--- config.mk ---
export PLATFORM = sky130hd
export DESIGN_NAME = tcc_channel
export DESIGN_NICKNAME = d
export VERILOG_FILES = /design/src/include/tcc_pkg.sv /design/src/hdl/tcc_channel.sv
export SDC_FILE = /design/constraint.sdc
export NUM_CORES = 1
export LEC_CHECK = 0
export ABC_AREA = 1
export BUFFER_PORTS_ARGS = -buffer_cell sky130_fd_sc_hd__buf_2
export CELL_PAD_IN_SITES_DETAIL_PLACEMENT = 0
export CELL_PAD_IN_SITES_GLOBAL_PLACEMENT = 1
export CORE_ASPECT_RATIO = 0.6
export CORE_MARGIN = 2
export CORE_UTILIZATION = 35
export CTS_CLUSTER_DIAMETER = 120
export CTS_CLUSTER_SIZE = 16
export DETAILED_ROUTE_END_ITERATION = 6
export GPL_TIMING_DRIVEN = 0
export HOLD_SLACK_MARGIN = 0.15
export PLACE_DENSITY = 0.77
export SYNTH_ARGS = -nofsm -noshare
export SYNTH_HDL_FRONTEND = slang
export SYNTH_SLANG_ARGS = --single-unit
--- constraint.sdc ---
create_clock -name clk -period 1.8 [get_ports clk]
set_clock_uncertainty 0.2 [all_clocks]
set_input_delay 0.27 -clock clk [delete_from_list [all_inputs] [get_ports clk]]
set_output_delay 0.27 -clock clk [all_outputs]
set_load 0.1 [all_outputs]
--- src/include/tcc_pkg.sv ---
// constants and types for the timer channel capture/compare block
// Operation
// - value holds capture or compare, reset zero
// - capture read freezes both bytes until other
// - control write releases the read buffer
// - compare bytes buffered, moved together when both
// - control write discards half-done compare write
// - capture edge sets event flag bit 7
// - counter match sets flag in compare/pwm
// - interrupt request when flag and enable
// - clear flag by read then write zero
// - event between read and write restarts clear
// - reset clears flag, writing one ignored
// - bit 6 interrupt enable, reset zero
// - mode select b gives edge-aligned pwm
// - mode select a picks capture or compare
// - edge/level 00 releases the pin
// - capture edge select rising, falling, both
// - compare pin action none, toggle, low, high
// - pwm polarity high-true or low-true pulses
// - center-aligned select overrides channel modes
package tcc_pkg;

    // ****************************************************************
    // register map: register index, byte address is four times it
    // ****************************************************************
    localparam logic [7:0]  TCC_IDX_SC      = 8'h16;
    localparam logic [7:0]  TCC_IDX_VAL_HI  = 8'h17;
    localparam logic [7:0]  TCC_IDX_VAL_LO  = 8'h18;
    localparam logic [9:0]  TCC_ADDR_SC     = {TCC_IDX_SC, 2'b00};
    localparam logic [9:0]  TCC_ADDR_VAL_HI = {TCC_IDX_VAL_HI, 2'b00};
    localparam logic [9:0]  TCC_ADDR_VAL_LO = {TCC_IDX_VAL_LO, 2'b00};
    localparam int          TCC_ADDR_W      = 10;

    // ****************************************************************
    // control register fields and reset values
    // ****************************************************************
    localparam int          TCC_BIT_FLAG    = 7;
    localparam int          TCC_BIT_IE      = 6;
    localparam int          TCC_BIT_MSB     = 5;
    localparam int          TCC_BIT_MSA     = 4;
    localparam int          TCC_BIT_ELS_HI  = 3;
    localparam int          TCC_BIT_ELS_LO  = 2;
    localparam logic [1:0]  TCC_ELS_OFF     = 2'h0;
    localparam logic [1:0]  TCC_ELS_TOGGLE  = 2'h1;
    localparam logic [1:0]  TCC_ELS_CLEAR   = 2'h2;
    localparam logic [1:0]  TCC_ELS_SET     = 2'h3;
    localparam logic [15:0] TCC_VAL_RST     = 16'h0000;
    localparam logic [15:0] TCC_CNT_ZERO    = 16'h0000;

    // ****************************************************************
    // types
    // ****************************************************************
    typedef struct packed {
        logic       chan_event_flag;
        logic       chan_irq_enable;
        logic       mode_sel_b;
        logic       mode_sel_a;
        logic [1:0] edge_level_sel;
    } tcc_ctrl_t;

    localparam tcc_ctrl_t TCC_CTRL_RST = '{1'b0, 1'b0, 1'b0, 1'b0, 2'h0};

    typedef enum logic [1:0] {
        TCC_MODE_CAPTURE,
        TCC_MODE_COMPARE,
        TCC_MODE_EDGE_PWM,
        TCC_MODE_CENTER_PWM
    } tcc_mode_t;

    typedef struct packed {
        logic [15:0] main_counter;
        logic        count_tick;
        logic        count_up;
        logic        center_aligned_sel;
    } tcc_counter_t;

endpackage

--- src/hdl/tcc_channel.sv ---
// one timer channel with capture, compare and pwm, on an ahb-lite slave
//
// Local design decision: the AHB-Lite interface to the registers.
`timescale 1ns/1ps
module tcc_channel (
    input  wire logic                  clk,
    input  wire logic                  nrst,
    input  wire logic                  hsel,
    input  wire logic [31:0]           haddr,
    input  wire logic [1:0]            htrans,
    input  wire logic                  hwrite,
    input  wire logic [2:0]            hsize,
    input  wire logic [31:0]           hwdata,
    input  wire logic                  hready,
    output logic                       hreadyout,
    output logic                       hresp,
    output logic [31:0]                hrdata,
    input  wire tcc_pkg::tcc_counter_t cnt,
    input  wire logic                  pin_in,
    output logic                       pin_out,
    output logic                       pin_oe,
    output logic                       chan_irq
);
    import tcc_pkg::*;

    // ****************************************************************
    // state
    // ****************************************************************
    tcc_ctrl_t                ctrl_q;
    logic [15:0]              value_q;
    logic [15:0]              rbuf_q;
    logic                     rlatched_q;
    logic                     rlatch_hi_q;
    logic [7:0]               whold_hi_q;
    logic [7:0]               whold_lo_q;
    logic                     wgot_hi_q;
    logic                     wgot_lo_q;
    logic                     clr_armed_q;
    logic                     pin_s1_q;
    logic                     pin_s2_q;
    logic                     pin_prev_q;
    logic [2:0]               pin_fill_q;
    logic                     pin_out_q;
    logic                     dp_wr_q;
    logic [TCC_ADDR_W-1:0]    dp_addr_q;
    logic [31:0]              hrdata_q;
    logic                     irq_q;

    // ****************************************************************
    // mode decode
    // ****************************************************************
    tcc_mode_t                mode;
    wire logic [1:0]          els = ctrl_q.edge_level_sel;
    wire logic                pin_used = (els != TCC_ELS_OFF);

    assign mode = cnt.center_aligned_sel ? TCC_MODE_CENTER_PWM :
                  ctrl_q.mode_sel_b      ? TCC_MODE_EDGE_PWM :
                  ctrl_q.mode_sel_a      ? TCC_MODE_COMPARE :
                                           TCC_MODE_CAPTURE;

    wire logic                is_cap = (mode == TCC_MODE_CAPTURE);
    wire logic                is_cmp = (mode == TCC_MODE_COMPARE);
    wire logic                is_epwm = (mode == TCC_MODE_EDGE_PWM);
    wire logic                is_cpwm = (mode == TCC_MODE_CENTER_PWM);

    // ****************************************************************
    // bus decode
    // ****************************************************************
    wire logic                ap_take = hsel && htrans[1] && hready;
    wire logic [TCC_ADDR_W-1:0] ap_addr = haddr[TCC_ADDR_W-1:0];
    wire logic                ap_rd = ap_take && !hwrite;
    wire logic                rd_sc = ap_rd && (ap_addr == TCC_ADDR_SC);
    wire logic                rd_hi = ap_rd && (ap_addr == TCC_ADDR_VAL_HI);
    wire logic                rd_lo = ap_rd && (ap_addr == TCC_ADDR_VAL_LO);
    wire logic                wr_sc = dp_wr_q && (dp_addr_q == TCC_ADDR_SC);
    wire logic                wr_hi = dp_wr_q && (dp_addr_q == TCC_ADDR_VAL_HI);
    wire logic                wr_lo = dp_wr_q && (dp_addr_q == TCC_ADDR_VAL_LO);
    wire logic [7:0]          wbyte = hwdata[7:0];

    // ****************************************************************
    // events
    // ****************************************************************
    // edges ignored until the pipeline holds real pin samples
    wire logic                pin_primed = pin_fill_q[2];
    wire logic                rise = pin_primed && pin_s2_q && !pin_prev_q;
    wire logic                fall = pin_primed && !pin_s2_q && pin_prev_q;
    wire logic                cap_edge = is_cap && pin_used &&
                                         ((els[0] && rise) || (els[1] && fall));
    wire logic                match = !is_cap && cnt.count_tick &&
                                      (cnt.main_counter == value_q);
    wire logic                period_start = is_epwm && cnt.count_tick &&
                                             (cnt.main_counter == TCC_CNT_ZERO);
    wire logic                chan_event = cap_edge || match;

    // ****************************************************************
    // read path
    // ****************************************************************
    wire logic [15:0]         rd_view = (rlatched_q && is_cap) ? rbuf_q : value_q;
    wire logic                rd_val = (rd_hi || rd_lo) && is_cap;
    wire logic [7:0]          sc_byte = {ctrl_q.chan_event_flag, ctrl_q.chan_irq_enable,
                                         ctrl_q.mode_sel_b, ctrl_q.mode_sel_a,
                                         ctrl_q.edge_level_sel, 2'b00};
    wire logic [31:0]         rdata_d = rd_sc ? {24'h000000, sc_byte} :
                                        rd_hi ? {24'h000000, rd_view[15:8]} :
                                        rd_lo ? {24'h000000, rd_view[7:0]} :
                                        32'h00000000;

    // ****************************************************************
    // compare write buffer
    // ****************************************************************
    wire logic                buf_wr = !is_cap && (wr_hi || wr_lo);
    wire logic                have_hi = wgot_hi_q || wr_hi;
    wire logic                have_lo = wgot_lo_q || wr_lo;
    wire logic                commit = buf_wr && have_hi && have_lo;
    wire logic [15:0]         commit_val = {wr_hi ? wbyte : whold_hi_q,
                                            wr_lo ? wbyte : whold_lo_q};

    // ****************************************************************
    // flag clear sequence
    // ****************************************************************
    wire logic                clr_req = wr_sc && !wbyte[TCC_BIT_FLAG] && clr_armed_q;
    wire logic                flag_d = chan_event ? 1'b1 :
                                       clr_req ? 1'b0 : ctrl_q.chan_event_flag;

    // ****************************************************************
    // bus slave registers
    // ****************************************************************
    always_ff @(posedge clk or negedge nrst)
    begin
        if (!nrst)
        begin
            dp_wr_q   <= 1'b0;
            dp_addr_q <= '0;
            hrdata_q  <= 32'h00000000;
        end
        else
        begin
            dp_wr_q   <= ap_take && hwrite;
            dp_addr_q <= ap_addr;
            if (ap_rd)
            begin
                hrdata_q <= rdata_d;
            end
        end
    end

    assign hreadyout = 1'b1;
    assign hresp     = 1'b0;
    assign hrdata    = hrdata_q;

    // ****************************************************************
    // control register
    // ****************************************************************
    always_ff @(posedge clk or negedge nrst)
    begin
        if (!nrst)
        begin
            ctrl_q      <= TCC_CTRL_RST;
            clr_armed_q <= 1'b0;
        end
        else
        begin
            ctrl_q.chan_event_flag <= flag_d;
            if (wr_sc)
            begin
                ctrl_q.chan_irq_enable <= wbyte[TCC_BIT_IE];
                ctrl_q.mode_sel_b      <= wbyte[TCC_BIT_MSB];
                ctrl_q.mode_sel_a      <= wbyte[TCC_BIT_MSA];
                ctrl_q.edge_level_sel  <= wbyte[TCC_BIT_ELS_HI:TCC_BIT_ELS_LO];
            end
            if (chan_event || wr_sc)
            begin
                clr_armed_q <= 1'b0;
            end
            else if (rd_sc && ctrl_q.chan_event_flag)
            begin
                clr_armed_q <= 1'b1;
            end
        end
    end

    // ****************************************************************
    // interrupt request, registered from next flag and enable
    // ****************************************************************
    wire logic                ie_d = wr_sc ? wbyte[TCC_BIT_IE] : ctrl_q.chan_irq_enable;

    always_ff @(posedge clk or negedge nrst)
    begin
        if (!nrst)
        begin
            irq_q <= 1'b0;
        end
        else
        begin
            irq_q <= flag_d && ie_d;
        end
    end

    assign chan_irq = irq_q;

    // ****************************************************************
    // channel value, read latch and write holding buffer
    // ****************************************************************
    always_ff @(posedge clk or negedge nrst)
    begin
        if (!nrst)
        begin
            value_q     <= TCC_VAL_RST;
            rbuf_q      <= TCC_VAL_RST;
            rlatched_q  <= 1'b0;
            rlatch_hi_q <= 1'b0;
            whold_hi_q  <= 8'h00;
            whold_lo_q  <= 8'h00;
            wgot_hi_q   <= 1'b0;
            wgot_lo_q   <= 1'b0;
        end
        else
        begin
            if (cap_edge)
            begin
                value_q <= cnt.main_counter;
            end
            else if (commit)
            begin
                value_q <= commit_val;
            end
            else if (is_cap && wr_hi)
            begin
                value_q[15:8] <= wbyte;
            end
            else if (is_cap && wr_lo)
            begin
                value_q[7:0] <= wbyte;
            end

            if (wr_sc)
            begin
                rlatched_q <= 1'b0;
            end
            else if (rd_val && !rlatched_q)
            begin
                rlatched_q  <= 1'b1;
                rlatch_hi_q <= rd_hi;
                rbuf_q      <= value_q;
            end
            else if (rd_val && (rd_hi != rlatch_hi_q))
            begin
                rlatched_q <= 1'b0;
            end

            if (wr_sc || commit || is_cap)
            begin
                wgot_hi_q <= 1'b0;
                wgot_lo_q <= 1'b0;
            end
            else
            begin
                if (buf_wr && wr_hi)
                begin
                    whold_hi_q <= wbyte;
                    wgot_hi_q  <= 1'b1;
                end
                if (buf_wr && wr_lo)
                begin
                    whold_lo_q <= wbyte;
                    wgot_lo_q  <= 1'b1;
                end
            end
        end
    end

    // ****************************************************************
    // pin input synchroniser
    // ****************************************************************
    always_ff @(posedge clk or negedge nrst)
    begin
        if (!nrst)
        begin
            pin_s1_q   <= 1'b0;
            pin_s2_q   <= 1'b0;
            pin_prev_q <= 1'b0;
            pin_fill_q <= 3'h0;
        end
        else
        begin
            pin_s1_q   <= pin_in;
            pin_s2_q   <= pin_s1_q;
            pin_prev_q <= pin_s2_q;
            pin_fill_q <= {pin_fill_q[1:0], 1'b1};
        end
    end

    // ****************************************************************
    // pin output
    // ****************************************************************
    logic                     pin_out_d;

    always_comb
    begin
        pin_out_d = pin_out_q;
        unique case (mode)
            TCC_MODE_CAPTURE:
                pin_out_d = pin_out_q;
            TCC_MODE_COMPARE:
                if (match)
                begin
                    unique case (els)
                        TCC_ELS_OFF:    pin_out_d = pin_out_q;
                        TCC_ELS_TOGGLE: pin_out_d = !pin_out_q;
                        TCC_ELS_CLEAR:  pin_out_d = 1'b0;
                        TCC_ELS_SET:    pin_out_d = 1'b1;
                    endcase
                end
            TCC_MODE_EDGE_PWM:
                if (match)
                begin
                    pin_out_d = els[0];
                end
                else if (period_start)
                begin
                    pin_out_d = !els[0];
                end
            TCC_MODE_CENTER_PWM:
                if (match)
                begin
                    pin_out_d = cnt.count_up ? els[0] : !els[0];
                end
        endcase
    end

    always_ff @(posedge clk or negedge nrst)
    begin
        if (!nrst)
        begin
            pin_out_q <= 1'b0;
        end
        else
        begin
            pin_out_q <= pin_out_d;
        end
    end

    assign pin_out = pin_out_q;
    assign pin_oe  = pin_used && !is_cap;
endmodule

== Word-level counts from Yosys, hierarchy flattened ==
Index checks and enable logic that the tools add are counted.
W data, S select, Z words.

* Order comparisons: 0
* $add $sub $neg: 0
* Shift-type cells: 0
* Multiply operators: 0
* Bitwise operators: 3
* Eq/ne operators: 19
* Div/mod/pow operators: 0
* Muxes and demuxes: 33
* Reductions and logical operators: 70

{| class="wikitable"
|+ Operator list
! kind !! count
|-
| $mux W8 || 8
|-
| $eq A10 B7 Y1 const B || 6
|-
| $mux W16 || 3
|-
| $logic_and A1 B1 Y1 || 38
|-
| $mux W1 || 18
|-
| $eq A16 B16 Y1 || 1
|-
| $logic_not A16 Y1 || 1
|-
| $logic_or A1 B1 Y1 || 9
|-
| $reduce_bool A3 Y1 || 3
|-
| $eq A2 B2 Y1 const B || 4
|-
| $logic_not A1 Y1 || 8
|-
| $reduce_and A2 Y1 || 4
|-
| $reduce_bool A2 Y1 || 4
|-
| $pmux W1 S3 || 2
|-
| $reduce_and A5 Y1 || 1
|-
| $eq A2 B1 Y1 const B || 2
|-
| $logic_not A2 Y1 || 2
|-
| $mux W2 || 2
|-
| $ne A2 B1 Y1 const B || 2
|-
| $ne A3 B1 Y1 const B || 1
|-
| $ne A3 B3 Y1 const B || 1
|-
| $not A1 Y1 || 3
|-
| $ne A2 B2 Y1 const B || 1
|-
| $ne A1 B1 Y1 || 1
|}

* Memories: 0
* Word-level logic and storage cells: 149
* Flip-flop bits (word level): 110
* Latch bits: 0
* ROM bits: 0
* Bits in writable memories: 0

== Depth between registers and ports, before layout ==
Gate-level depths: netlist of run 1.

* Depth in word-level cells: 12
* Depth in mapped cells: 12

== Worst setup path before layout of run 1 ==
OpenSTA, ideal clock, no wires.

* Kind: register to output
* Start point: reg ctrl_q[3] (netlist name)
* End point: out pin_oe
* Data required time: 1330 ps
* Cell stages (with the launch flop): 5
* Buffers on the path: 0
* Data arrival time: 1928 ps
* Slack: -598 ps
* Path through: dfrtp_1 nor2_2 nand2_2 inv_4 nor2_1

* Word-level cells in the longest chain between the ends: 5

{| class="wikitable"
|+ RTL lines
! what !! RTL line !! RTL
|-
| from (decl) || tcc_channel.sv:29 || <nowiki>tcc_ctrl_t ctrl_q;</nowiki>
|-
| $mux W2 || tcc_channel.sv:57 || <nowiki>ctrl_q.mode_sel_b ? TCC_MODE_EDGE_PWM :</nowiki>
|-
| $mux W2 || tcc_channel.sv:56 || <nowiki>assign mode = cnt.center_aligned_sel ? TCC_MODE_CENTER_PWM :</nowiki>
|-
| $logic_not A2 Y1 || tcc_channel.sv:61 || <nowiki>wire logic is_cap = (mode == TCC_MODE_CAPTURE);</nowiki>
|-
| $logic_not A1 Y1 || tcc_channel.sv:344 || <nowiki>assign pin_oe = pin_used && !is_cap;</nowiki>
|-
| $logic_and A1 B1 Y1 || tcc_channel.sv:344 ||
|-
| to (decl) || tcc_channel.sv:21 || <nowiki>output logic pin_oe,</nowiki>
|}

Every way passes these cells.

== Worst setup path after layout of run 1 ==
* Start point: reg dp_addr_q[9]
* End point: reg value_q[4]

* Word-level cells in the longest chain between the ends: 8
* Elaborated cells on any way between the ends: 18
* Those cells by class: 3 x eq/ne; 3 x mux; 12 x reduce/logical

{| class="wikitable"
|+ RTL lines
! what !! RTL line !! RTL
|-
| from (decl) || tcc_channel.sv:45 || <nowiki>logic [TCC_ADDR_W-1:0] dp_addr_q;</nowiki>
|-
| from (signal assigned) || tcc_channel.sv:139 || <nowiki>dp_addr_q <= ap_addr;</nowiki>
|-
| $eq A10 B7 Y1 (on tied branches) || tcc_channel.sv:76, tcc_channel.sv:77 ||
|-
| $logic_and A1 B1 Y1 (on tied branches) || tcc_channel.sv:76, tcc_channel.sv:77 ||
|-
| $logic_or A1 B1 Y1 || tcc_channel.sv:111 || <nowiki>wire logic buf_wr = !is_cap && (wr_hi || wr_lo);</nowiki>
|-
| $logic_and A1 B1 Y1 || tcc_channel.sv:111 ||
|-
| $logic_and A1 B1 Y1 (2 in a row) || tcc_channel.sv:114 || <nowiki>wire logic commit = buf_wr && have_hi && have_lo;</nowiki>
|-
| $ne A3 B3 Y1 (no line), or another cell as far along || -- ||
|-
| $reduce_and A2 Y1 (no line) or $mux W16 (tied branches) || -- ||
|-
| to (signal assigned) || tcc_channel.sv:221 || <nowiki>value_q <= cnt.main_counter;</nowiki>
|-
| to (signal assigned) || tcc_channel.sv:225 || <nowiki>value_q <= commit_val;</nowiki>
|-
| to (signal assigned) || tcc_channel.sv:233 || <nowiki>value_q[7:0] <= wbyte;</nowiki>
|-
| to (decl) || tcc_channel.sv:30 || <nowiki>logic [15:0] value_q;</nowiki>
|}

Parallel ways exist; a longest one is shown, timed or not.
A chain may end at the register's enable or synchronous reset.

==> impl_results.md, run 1 <==
* Final Setup Violations at around 40
* Synthesized area at approximately 0.005 sq mm
* Post-Route WL at between 15 and 20 mm
* Vias at just under 5,000
* Core area at between 0.01 and 0.015 sq mm
* Total Routing Usage GR at 22.51%
* Rows at 33
* Period utilisation layout at 112.4%
* Max-cap violations at 0
* Htree depth at 3
* Clock sink count at 86
* Fmax at between 400 and 500 MHz
* Syn-to-layout area delta at 42.78%
* VDD IR-drop max at between 0.4 and 0.5 mV
* Register bit total from synthesis at 86
* Leakage at between 3 and 4 nW
* Nets@finish at about 900
* Initial DRT Pass Iterations at 6
* Net Sw Frac at between 20 and 30%
* Root buf cell: clkbuf_16
* Starting density of the core at 36.18%
* Main flop type after synthesis: dfrtp_1
* Type of origin of the critical path: register
* Vias/cell at between 4 and 5
* Post-layout util at 51.66%
* Port Buffers at 54
* Worst r2r dst: value_q[4]$_DFFE_PN0P_
* Final Hold Violating Endpoints at 0
* Arr. time, crit path at 2.11 ns
* Die area at 0.01526 sq mm
* CTS tree: yes
* Slew @ Worst Pin at 0.6936 ns
* # DRC at 0
* Layout cell share with drive strength beyond 1 at 34.32%
* RSZ-0062 raised after global routing: true
* Pre-CTS setup slack at -0.4842 ns
* Hold Crit Class: reg -> reg
* PwrDens at between 600 and 700 mW/mm^2
* Post-route setup slack at -0.2231 ns
* Post-synth EDFFs at 0
* Hold Path Depth at 0
* R2R setup slack at -0.22 ns
* Finished Cell Area at about 0.0071 sq mm
* Syn. warnings at 0
* DIE WIDTH at between 150 and 200 microns
* Reg2reg path depth at 9
* Initial antenna violation count at 0
* Crit path launch: dp_addr_q[9]$_DFF_PN0_
* Cell variety after synth at 41
* Insertion delay to the later sink of the worst-skew pair at around 0.35 ns
* Net Sw Power at approximately 0.0013 W
* Fill count at about 1,300
* Avg Cell Area, Syn at roughly 8 sq um
* Final Wtd Congestion at 0.8963
* Crit path time final at slightly above 2 ns
* Cell count after synthesis at 639
* Dpl cell area at ~0.0056 sq mm
* Die height at between 90 and 100 microns
* Initial DRC count at between 300 and 400
* Clk slew on worst S/H paths at 0.07 ns
* Failing checks: setup timing
* Async SR Flop Fraction at 100.0%
* Io pins at 131
* Status: finished, violations left
* Congestion Overflow GR at 0
* Critical path peak fanout at 10
* Worst slew margin at ~54%
* Hpwl dp at 11.64 mm
* Routed WL per cell at 16.38 microns
* Clock Power Share at between 40 and 50%
* Worst Setup EP: value_q[4]$_DFFE_PN0P_
* Vias in the first global route at 4,755
* Req. time, crit path at between 1.5 and 2 ns
* RR Startpoint: dp_addr_q[9]$_DFF_PN0_
* First-pass GRT wire length at between 20 and 30 mm
* Num CTS Buffers at 9
* # diodes at 0
* Largest net degree at the start of global routing at 53
* Sequential share of the synthesized area at 43.13%
* Clk buf depth at 2
* Gate power share at between 10 and 15%
* CP Capture Type: register
* Sequential power share at between 40% and 50%
* Antenna-violating nets left at 0
* Max-slew violation count at 0
* WS Path Type: reg -> reg
* Internal power at roughly 0.0032 W
## critical path, stage by stage (launching register included)
cell	delay [ns]
dfrtp_1	0.39
buf_4	0.14
nor3_4	0.26
nand3_1	0.13
nand2_2	0.13
buf_2	0.26
nand4_1	0.17
nand3_2	0.11
nand3_1	0.08
nand2_2	0.08
## synth_stat cells, types with 4 or more instances
| master | n | area share [%] |
|---|---|---|
| nand2_1 | 207 | 16 |
| dfrtp_1 | 86 | 43 |
| inv_1 | 65 | 4.9 |
| nand3_1 | 47 | 4.7 |
| o21ai_1 | 39 | 3.9 |
| buf_4 | 27 | 4.1 |
| nand4_1 | 26 | 3.3 |
| nor2_1 | 23 | 1.7 |
| o21ai_0 | 17 | 1.7 |
| mux2_2 | 10 | 2.3 |
| nand2_2 | 8 | 1.0 |
| buf_2 | 7 | 0.70 |
| nor3_1 | 7 | 0.70 |
| buf_6 | 6 | 1.4 |
| clkinv_1 | 6 | 0.45 |
| inv_2 | 5 | 0.38 |
| o2111ai_1 | 5 | 0.88 |
| mux2_1 | 4 | 0.90 |
| nor3_2 | 4 | 0.80 |
## power by group through the flow
stage | logic (W) | clock network, W | registers, W
final | 0.000660 | 0.00195 | 0.00197
after global routing | 0.000702 | 0.00206 | 0.00197
after CTS | 0.000630 | 0.00197 | 0.00197
after detailed placement | 0.000555 | 0 | 0.00201
after global placement | 0.000544 | 0 | 0.00201
after floorplan | 0.000377 | 0 | 0.00203
## cell families (layout without fill, tap and decap cells)
logic type | count (synthesis) | after routing | synth area share (%)
AO/OA/AOI/OAI | 74 | 75 | 8.852
XOR/XNOR | 3 | 3 | 0.5267
buffers and inverters | 121 | 265 | 12.31
flip-flops | 86 | 86 | 43.13
multiplexers | 14 | 14 | 3.159
other | 2 | 27 | 0.1505
AND/OR/NAND/NOR | 339 | 340 | 31.87
## metrics by stage
step	hold WS [ns]	cells	setup TNS [ns]	total power (W)
after detailed placement	0.1458	911	-19.75	0.002562
after global placement	0.1331	910	-62.11	0.002550
after floorplan	-0.2256	664	-0.4285	0.002402
final	0.1596	1002	-6.243	0.004577
after CTS	0.1529	992	-6.306	0.004572
after global routing	0.1635	1002	-12.65	0.004738
## registers in the layout, summed over array words and instances (netlist names), 2 cells and up
register    cells
whold_hi_q      8
els             2
dp_addr_q      10
hrdata          8
pin_fill_q      3
whold_lo_q      8
ctrl_q          4
rbuf_q         16
value_q        16
## placed cells by master (no fill, tap or decap), types with 2 or more instances in the layout
master         count
nand2_1          165
dfrtp_1           83
inv_1             62
buf_2             56
buf_4             56
o21ai_1           44
nand2_2           38
nand3_1           36
dlygate4sd3_1     34
conb_1            27
nand4_1           26
nor2_1            17
buf_6             16
o21ai_0           12
nand3_2           10
nor2_4             9
nand2_4            9
clkbuf_16          9
mux2_4             8
inv_2              7
nor3_1             7
inv_6              6
clkinv_1           6
mux2_2             6
nand3_4            5
nand2_8            5
o2111ai_2          5
nor3_4             4
buf_8              4
a21oi_1            3
o211ai_1           3
o21ai_2            3
dfrtp_2            3
buf_12             3
nor2_2             2
xor2_1             2
o211ai_4           2
nand4_4            2
## worst min path at each step
stage                         endpoint                     from  slack (ns)
3_3_place_gp   pin_fill_q[1]$_DFF_PN0_  pin_fill_q[0]$_DFF_PN0_        0.13
6_report       pin_fill_q[1]$_DFF_PN0_  pin_fill_q[0]$_DFF_PN0_        0.16
4_1_cts        value_q[10]$_DFFE_PN0P_                  cnt[13]        0.15
2_1_floorplan       chan_irq$_DFF_PN0_                     nrst       -0.23
3_5_place_dp        pin_s2_q$_DFF_PN0_       pin_s1_q$_DFF_PN0_        0.15
5_1_grt             pin_s2_q$_DFF_PN0_       pin_s1_q$_DFF_PN0_        0.16
## layer usage
layer	track usage [%]	routed length, microns	up-vias
met5	0	0	-
met4	5.330	142	0
met3	7.270	1665	16
met2	31.09	6774	179
met1	33.71	7833	2379
li1	-	-	2359
## timing repair
| action | 4_1_cts | 5_1_grt |
|---|---|---|
| hold endpoints to repair | 86 | 0 |
| gates cloned | 2 | 0 |
| gates resized for setup | 75 | 74 |
| hold buffers | 34 | 0 |
| buffers inserted | 29 | 10 |
| pin swaps | 19 | 31 |
| setup endpoints to repair | 59 | 70 |
## final cells by class
cell class | instances | area, sq um | share of cell area [%]
clock inverter | 7 | 77.57 | 1.089
multi-input combinational | 459 | 2770 | 38.88
tap | 192 | 240.2 | 3.372
sequential | 86 | 2156 | 30.26
inverter | 78 | 305.3 | 4.285
timing repair buffer | 128 | 1002 | 14.07
buffer | 43 | 347.8 | 4.882
clock buffer | 9 | 225.2 | 3.161
Power figures use the tool's default switching activity.
==> run 2, diff against run 1 <==
--- a/config.mk
+++ b/config.mk
@@ -11,13 +11,13 @@
 export CELL_PAD_IN_SITES_GLOBAL_PLACEMENT = 1
 export CORE_ASPECT_RATIO = 0.6
 export CORE_MARGIN = 2
-export CORE_UTILIZATION = 35
+export CORE_UTILIZATION = 41
 export CTS_CLUSTER_DIAMETER = 120
 export CTS_CLUSTER_SIZE = 16
 export DETAILED_ROUTE_END_ITERATION = 6
 export GPL_TIMING_DRIVEN = 0
 export HOLD_SLACK_MARGIN = 0.15
-export PLACE_DENSITY = 0.77
+export PLACE_DENSITY = 0.85
 export SYNTH_ARGS = -nofsm -noshare
 export SYNTH_HDL_FRONTEND = slang
 export SYNTH_SLANG_ARGS = --single-unit
==> constraint.sdc (replaced) <==
create_clock -name clk -period 2.4 [get_ports clk]
set_clock_uncertainty 0.2 [all_clocks]
set_input_delay 0.36 -clock clk [delete_from_list [all_inputs] [get_ports clk]]
set_output_delay 0.36 -clock clk [all_outputs]
set_load 0.1 [all_outputs]
==> run 2 against run 1 <==
Effect of this change:
- the flow now finishes without violations
- largest power group unchanged
- sequential share of layout area increased by 5.2 points
- count of clock-buffer cells in the layout unchanged
- worst hold slack got worse by 0.0091 ns
- core utilization decreased by 0.79 points
- register-to-register slack better by 0.41 ns
- clock power down 25%
- first-iteration DRC count fell by 24%
- sequential power decreased by 25%
==> impl_results.md, run 2 (synthesis gave the netlist of run 1 again) <==
* Net Sw Power at 0.0009761 W (-27%)
* Gate power share at 12.9% (-1.5 points)
* Post-Route WL at 14.16 mm (-14%)
* RSZ-0062 raised after global routing: false
* Clk slew on worst S/H paths at 0.07 ns (about the same)
* CP Capture Type: primary output
* Most frequent cells in the layout: nand2_1 (206), dfrtp_1 (86), inv_1 (65)
* PwrDens at 554.8 mW/mm^2 (-14%)
* Most common cell after layout, fill and taps aside: nand2_1
* Layout cell share with drive strength beyond 1 at 21.68% (-13 points)
* Die height at 89.45 microns (-7.3%)
* Setup_tns at 0 ns (+6.243 ns)
* Biggest regs: rbuf_q (16), value_q (16), dp_addr_q (10)
* Fill count at 1,189 (-10%)
* Rows at 31 (-6.1%)
* Leakage at 3.108 nW (-14%)
* Num CTS Buffers at 9 (unchanged)
* Internal power at 0.002395 W (-26%)
* Clock Power Share at 43.2% (+0.7 points)
* VDD IR-drop max at 0.3403 mV (-16%)
* Final Wtd Congestion at 0.9018 (+0.61%)
* Period utilisation layout at 96.64%
* Clk buf depth at 2 (unchanged)
* Core area at 0.01195 sq mm (-13%)
* Hold Crit Class: reg -> reg
* Syn-to-layout area delta at 21.79%
* Largest net degree at the start of global routing at 72 (+36%)
* Clock sink count at 86 (unchanged)
* CTS tree: yes
* Vias/cell at 4.976 (+1.1%)
* Starting density of the core at 41.77% (+5.6 points)
* Initial antenna violation count at 0 (unchanged)
* Hpwl dp at 11.03 mm (-5.3%)
* Antenna-violating nets left at 0 (unchanged)
* Root buf cell: clkbuf_16
* Type of origin of the critical path: register
* Max-cap violations at 0 (unchanged)
* # DRC at 0 (unchanged)
* Final Setup Violations at 0 (-100%)
* Vias in the first global route at 4,222 (-11%)
* Multi-input combinational cell area at 0.002331 sq mm (-16%)
* Die area at 0.01310 sq mm (-14%)
* Vias at 4,563 (-7.5%)
* Congestion Overflow GR at 0 (unchanged)
* Insertion delay to the later sink of the worst-skew pair at 0.35 ns (about the same)
* WS Path Type: reg -> out
* Fmax at between 400 and 500 MHz
* Max-slew violation count at 0 (unchanged)
* DIE WIDTH at 146.4 microns (-7.4%)
* Status: completed
* Initial DRT Pass Iterations at 5 (-1)
* Net Sw Frac at 28.95% (-0.30 points)
* Port Buffers at 54 (unchanged)
* Slew @ Worst Pin at 0.5755 ns (-0.1181 ns)
* Nets@finish at 841 (-6.5%)
* Total Routing Usage GR at 22.50% (about the same)
* Worst slew margin at 61.43% (+7.7 points)
* Htree depth at 3 (unchanged)
* Routed WL per cell at 15.44 microns (-5.7%)
* Finished Layout Cells at 917 (-8.5%)
* # diodes at 0 (unchanged)
* First-pass GRT wire length at 22.38 mm (-12%)
* Sequential power share at 43.8% (+0.7 points)
* Req. time, crit path at 1.84 ns (-0.05 ns)
* Post-layout util at 50.87% (-0.79 points)
* Arr. time, crit path at 1.76 ns (-0.35 ns)
* Placed Cells at 884 (-3.0%)
* Crit path time final at about 2.3 ns
* Register area at 0.002152 sq mm (-0.17%)
* Critical path peak fanout at 9 (-1)
* Initial DRC count at 302 (-24%)
* Io pins at 131 (unchanged)
* Final Hold Violating Endpoints at 0 (unchanged)
[run 2: changes by cell type in the layout (fill, tap and decap cells not counted), sizes merged]
cell	previous run	this run
dlygate4sd3	34	16
o211ai	5	4
buf	135	96
inv	76	75
nand3	51	50
clkinv	7	8
clkbuf	11	12
[run 2: critical path: stages (launching register included)]
cell,delay (ns)
dfrtp_1,0.41
inv_1,0.10
nand2_2,0.21
inv_4,0.13
nor2_2,0.12
buf_2,0.44
[run 2: layer usage]
metal | part of all wire, % | global-route usage (%) | routed length (microns) | up-vias
met1 | 51 | 33.93 | 7229 | 2153
li1 | - | - | - | 2234
met2 | 39 | 32.20 | 5563 | 165
met4 | 0.79 | 4.678 | 112 | 0
met3 | 8.9 | 6.173 | 1256 | 11
met5 | 0 | 0 | 0 | -
[run 2: cell type report]
class	count	share of cell area, %
repair buffers	72	7.700
inverters	78	4.900
flip-flops and latches	86	35.41
clock buffers	9	3.706
multi-input cells	457	38.36
clock inverters	7	1.318
plain buffers	43	5.209
well taps	165	3.397
[run 2: power by group through the flow]
| stage | Clock (W) | Combinational [W] | Sequential, W |
|---|---|---|---|
| 2_1_floorplan | 0 | 0.000283 | 0.00152 |
| 3_3_place_gp | 0 | 0.000404 | 0.00150 |
| 3_5_place_dp | 0 | 0.000414 | 0.00150 |
| 4_1_cts | 0.00148 | 0.000433 | 0.00148 |
| 5_1_grt | 0.00154 | 0.000464 | 0.00148 |
| 6_report | 0.00146 | 0.000436 | 0.00148 |
[run 2: per-stage QoR]
step                power [W]  instance area, sq um  setup WS [ns]  hold WS [ns]
global placement     0.001908                  5563       0.003781        0.1325
finish               0.003371                  6077        0.08057        0.1504
floorplan            0.001801                  5086         0.3806       -0.1356
detailed placement   0.001919                  5593         0.1072       0.04481
CTS                  0.003391                  6058        0.02236        0.1513
global route         0.003486                  6077        0.01901        0.1706
[run 2: timing repair]
action	4_1_cts	5_1_grt
setup endpoints to repair	0	25
resized for setup	0	3
setup buffers	0	1
hold endpoints to repair	100	0
hold buffers	16	0
[run 2: final timing paths]
check	from	slack (ns)	endpoint	cells after the start
min reg2reg	pin_fill_q[1]$_DFF_PN0_	0.15	pin_fill_q[2]$_DFF_PN0_	0
max	ctrl_q[2]$_DFFE_PN0P_	0.08	pin_oe	5
max reg2reg	els[0]$_DFFE_PN0P_	0.19	value_q[6]$_DFFE_PN0P_	8
min in group asynchronous	nrst	0.22	whold_hi_q[2]$_DFFE_PN0P_	2
min	pin_fill_q[1]$_DFF_PN0_	0.15	pin_fill_q[2]$_DFF_PN0_	0
max in group asynchronous	nrst	1.16	hrdata[3]$_DFFE_PN0P_	3
==> run 3, diff against run 2 <==
--- a/config.mk
+++ b/config.mk
@@ -7,7 +7,7 @@
 export LEC_CHECK = 0
 export ABC_AREA = 1
 export BUFFER_PORTS_ARGS = -buffer_cell sky130_fd_sc_hd__buf_2
-export CELL_PAD_IN_SITES_DETAIL_PLACEMENT = 0
+export CELL_PAD_IN_SITES_DETAIL_PLACEMENT = 1
 export CELL_PAD_IN_SITES_GLOBAL_PLACEMENT = 1
 export CORE_ASPECT_RATIO = 0.6
 export CORE_MARGIN = 2
@@ -17,7 +17,7 @@
 export DETAILED_ROUTE_END_ITERATION = 6
 export GPL_TIMING_DRIVEN = 0
 export HOLD_SLACK_MARGIN = 0.15
-export PLACE_DENSITY = 0.85
+export PLACE_DENSITY_LB_ADDON = 0.3
 export SYNTH_ARGS = -nofsm -noshare
 export SYNTH_HDL_FRONTEND = slang
 export SYNTH_SLANG_ARGS = --single-unit
==> run 3 against run 2 <==
Effect of this change:
- core utilization is essentially flat
- fmax rose by 0.72%
- sequential share of layout area is essentially flat
- global-route usage increased by 3.6 points
- first-iteration DRC count is 23% lower
- flip-flop and latch count did not move
- sequential power is essentially flat
- clock power decreased by 8%
- highest routed layer unchanged
==> impl_results.md, run 3 (synthesis gave the netlist of run 1 again) <==
* Status: completed
* Max incr delay on CP at 0.44 ns (about the same)
* Worst Hold Launch: pin_fill_q[0]$_DFF_PN0_
* Clk slew on worst S/H paths at 0.07 ns (about the same)
* Vias/cell at 5.095 (+2.4%)
* Cell breakdown of the critical path: nor2_2, nand2_2, inv_4, nor2_2, buf_2
* Initial DRT Pass Iterations at 7 (+2)
* Vias in the first global route at 4,802 (+14%)
* Leakage at 3.133 nW (+0.82%)
* Arr. time, crit path at 1.74 ns (-0.02 ns)
* Rows at 31 (unchanged)
* Reg2reg path depth at 8 (unchanged)
* Insertion delay to the later sink of the worst-skew pair at 0.34 ns (about the same)
* Crit path time final at 2.303 ns (-0.01668 ns)
* Biggest regs: rbuf_q (16), value_q (16), dp_addr_q (10)
* Layout cell share with drive strength beyond 1 at 21.91% (+0.24 points)
* Post-layout util at 50.83% (about the same)
* Fill count at 1,512 (+27%)
* Hold Path Depth at 0 (unchanged)
* Multi-input combinational cell area at 0.002351 sq mm (+0.86%)
* Die area at 0.01310 sq mm (unchanged)
* Most common cell after layout, fill and taps aside: nand2_1
* Post-Route WL at 16.25 mm (+15%)
* Num CTS Buffers at 9 (unchanged)
* Clk buf depth at 2 (unchanged)
* PwrDens at 538.4 mW/mm^2 (-2.9%)
* Final Setup Violations at 0 (unchanged)
* R2R setup slack at 0.18 ns (about the same)
* Clock sink count at 86 (unchanged)
* Most frequent CP cell: nor2_2
* Final Wtd Congestion at 0.8776 (-2.7%)
* RSZ-0062 raised after global routing: false
* Max-slew violation count at 0 (unchanged)
* WS Path Type: reg -> out
* Max-cap violations at 0 (unchanged)
* Period utilisation layout at 95.95% (-0.70 points)
* CP max stage cell: buf_2
* Nets@finish at 842 (+0.12%)
* # diodes at 0 (unchanged)
* Worst slew margin at 59.90% (-1.5 points)
* Req. time, crit path at 1.84 ns (about the same)
* Most frequent cells in the layout: nand2_1 (204), dfrtp_1 (86), inv_1 (65)
* Setup_tns at 0 ns (unchanged)
* Final Hold Violating Endpoints at 0 (unchanged)
* Critical path peak fanout at 9 (unchanged)
* CP Capture Type: primary output
* Initial antenna violation count at 0 (unchanged)
* DIE WIDTH at 146.4 microns (unchanged)
* Root buf cell: clkbuf_16
* Congestion Overflow GR at 0 (unchanged)
* Slew @ Worst Pin at 0.6014 ns (+0.02594 ns)
* Total Routing Usage GR at 26.11% (+3.6 points)
* Largest net degree at the start of global routing at 49 (-32%)
* Initial DRC count at 234 (-23%)
* Die height at 89.45 microns (unchanged)
* Routed WL per cell at 17.70 microns (+15%)
* # DRC at 0 (unchanged)
* VDD IR-drop max at 0.3306 mV (-2.9%)
* Io pins at 131 (unchanged)
* CTS tree: yes
* Hpwl dp at 12.78 mm (+16%)
* Port Buffers at 54 (unchanged)
* First-pass GRT wire length at 25.90 mm (+16%)
* Fmax at 434.3 MHz (+0.72%)
* Antenna-violating nets left at 0 (unchanged)
* Core area at 0.01195 sq mm (unchanged)
* Hold Crit Class: reg -> reg
* Crit path launch: ctrl_q[3]$_DFFE_PN0P_
* Starting density of the core at 41.77% (unchanged)
* Htree depth at 3 (unchanged)
* Syn-to-layout area delta at 21.69% (about the same)
* Register area at 0.002152 sq mm (unchanged)
* Vias at 4,677 (+2.5%)
* RR Startpoint: ctrl_q[3]$_DFFE_PN0P_
* Type of origin of the critical path: register
## run 3: power breakdown
group | internal (W) | switching (W) | total [W]
Clock | 0.000711 | 0.000638 | 0.00135
Combinational | 0.000106 | 0.000337 | 0.000442
Sequential | 0.00147 | 0.0000114 | 0.00148
## run 3: per-layer routing
metal | wire length [microns] | up-vias | GRT usage (%)
met3 | 1092 | 13 | 7.194
met4 | 153 | 0 | 5.296
met5 | 0 | - | 0
met2 | 7062 | 117 | 41.08
met1 | 7938 | 2311 | 36.57
li1 | - | 2236 | -
## run 3: per-stage QoR
stage	hold slack (ns)	total power (W)	setup WS (ns)	cells	cell area [sq um]
4_1_cts	0.1601	0.003298	0.02569	915	6018
3_5_place_dp	0.1465	0.001926	0.08455	884	5593
5_1_grt	0.1766	0.003398	0.01266	918	6072
2_1_floorplan	-0.1356	0.001801	0.3806	664	5086
6_report	0.1629	0.003269	0.09726	918	6072
3_3_place_gp	0.1375	0.001911	-0.03303	883	5563
## run 3: worst max-delay path: cells and delay by family (launching register included)
family,cells,cell delay [ns]
buffers and inverters,2,0.57
AND/OR/NAND/NOR,3,0.40
flip-flops,1,0.42
## run 3: final timing paths
kind	end
max in group asynchronous	rlatched_q$_DFFE_PN0P_
max	pin_oe
min	pin_fill_q[1]$_DFF_PN0_
max reg2reg	hrdata[6]$_DFFE_PN0P_
min in group asynchronous	rbuf_q[12]$_DFFE_PN0P_
min reg2reg	pin_fill_q[1]$_DFF_PN0_
## run 3: cell type report
class / instances / share of cell area (%)
Multi-Input combinational cell: 457 / 38.72
Sequential cell: 86 / 35.44
Timing Repair Buffer: 73 / 7.789
Buffer: 43 / 5.213
Inverter: 78 / 4.904
Clock buffer: 10 / 3.771
Tap cell: 165 / 3.400
Clock inverter: 6 / 0.7624
## run 3: repair_timing
| item | in CTS | in global routing |
|---|---|---|
| setup buffers | 0 | 3 |
| hold buffers | 15 | 0 |
| endpoints found under the setup margin | 0 | 27 |
| resized for setup | 0 | 7 |
| hold endpoints to repair | 50 | 0 |
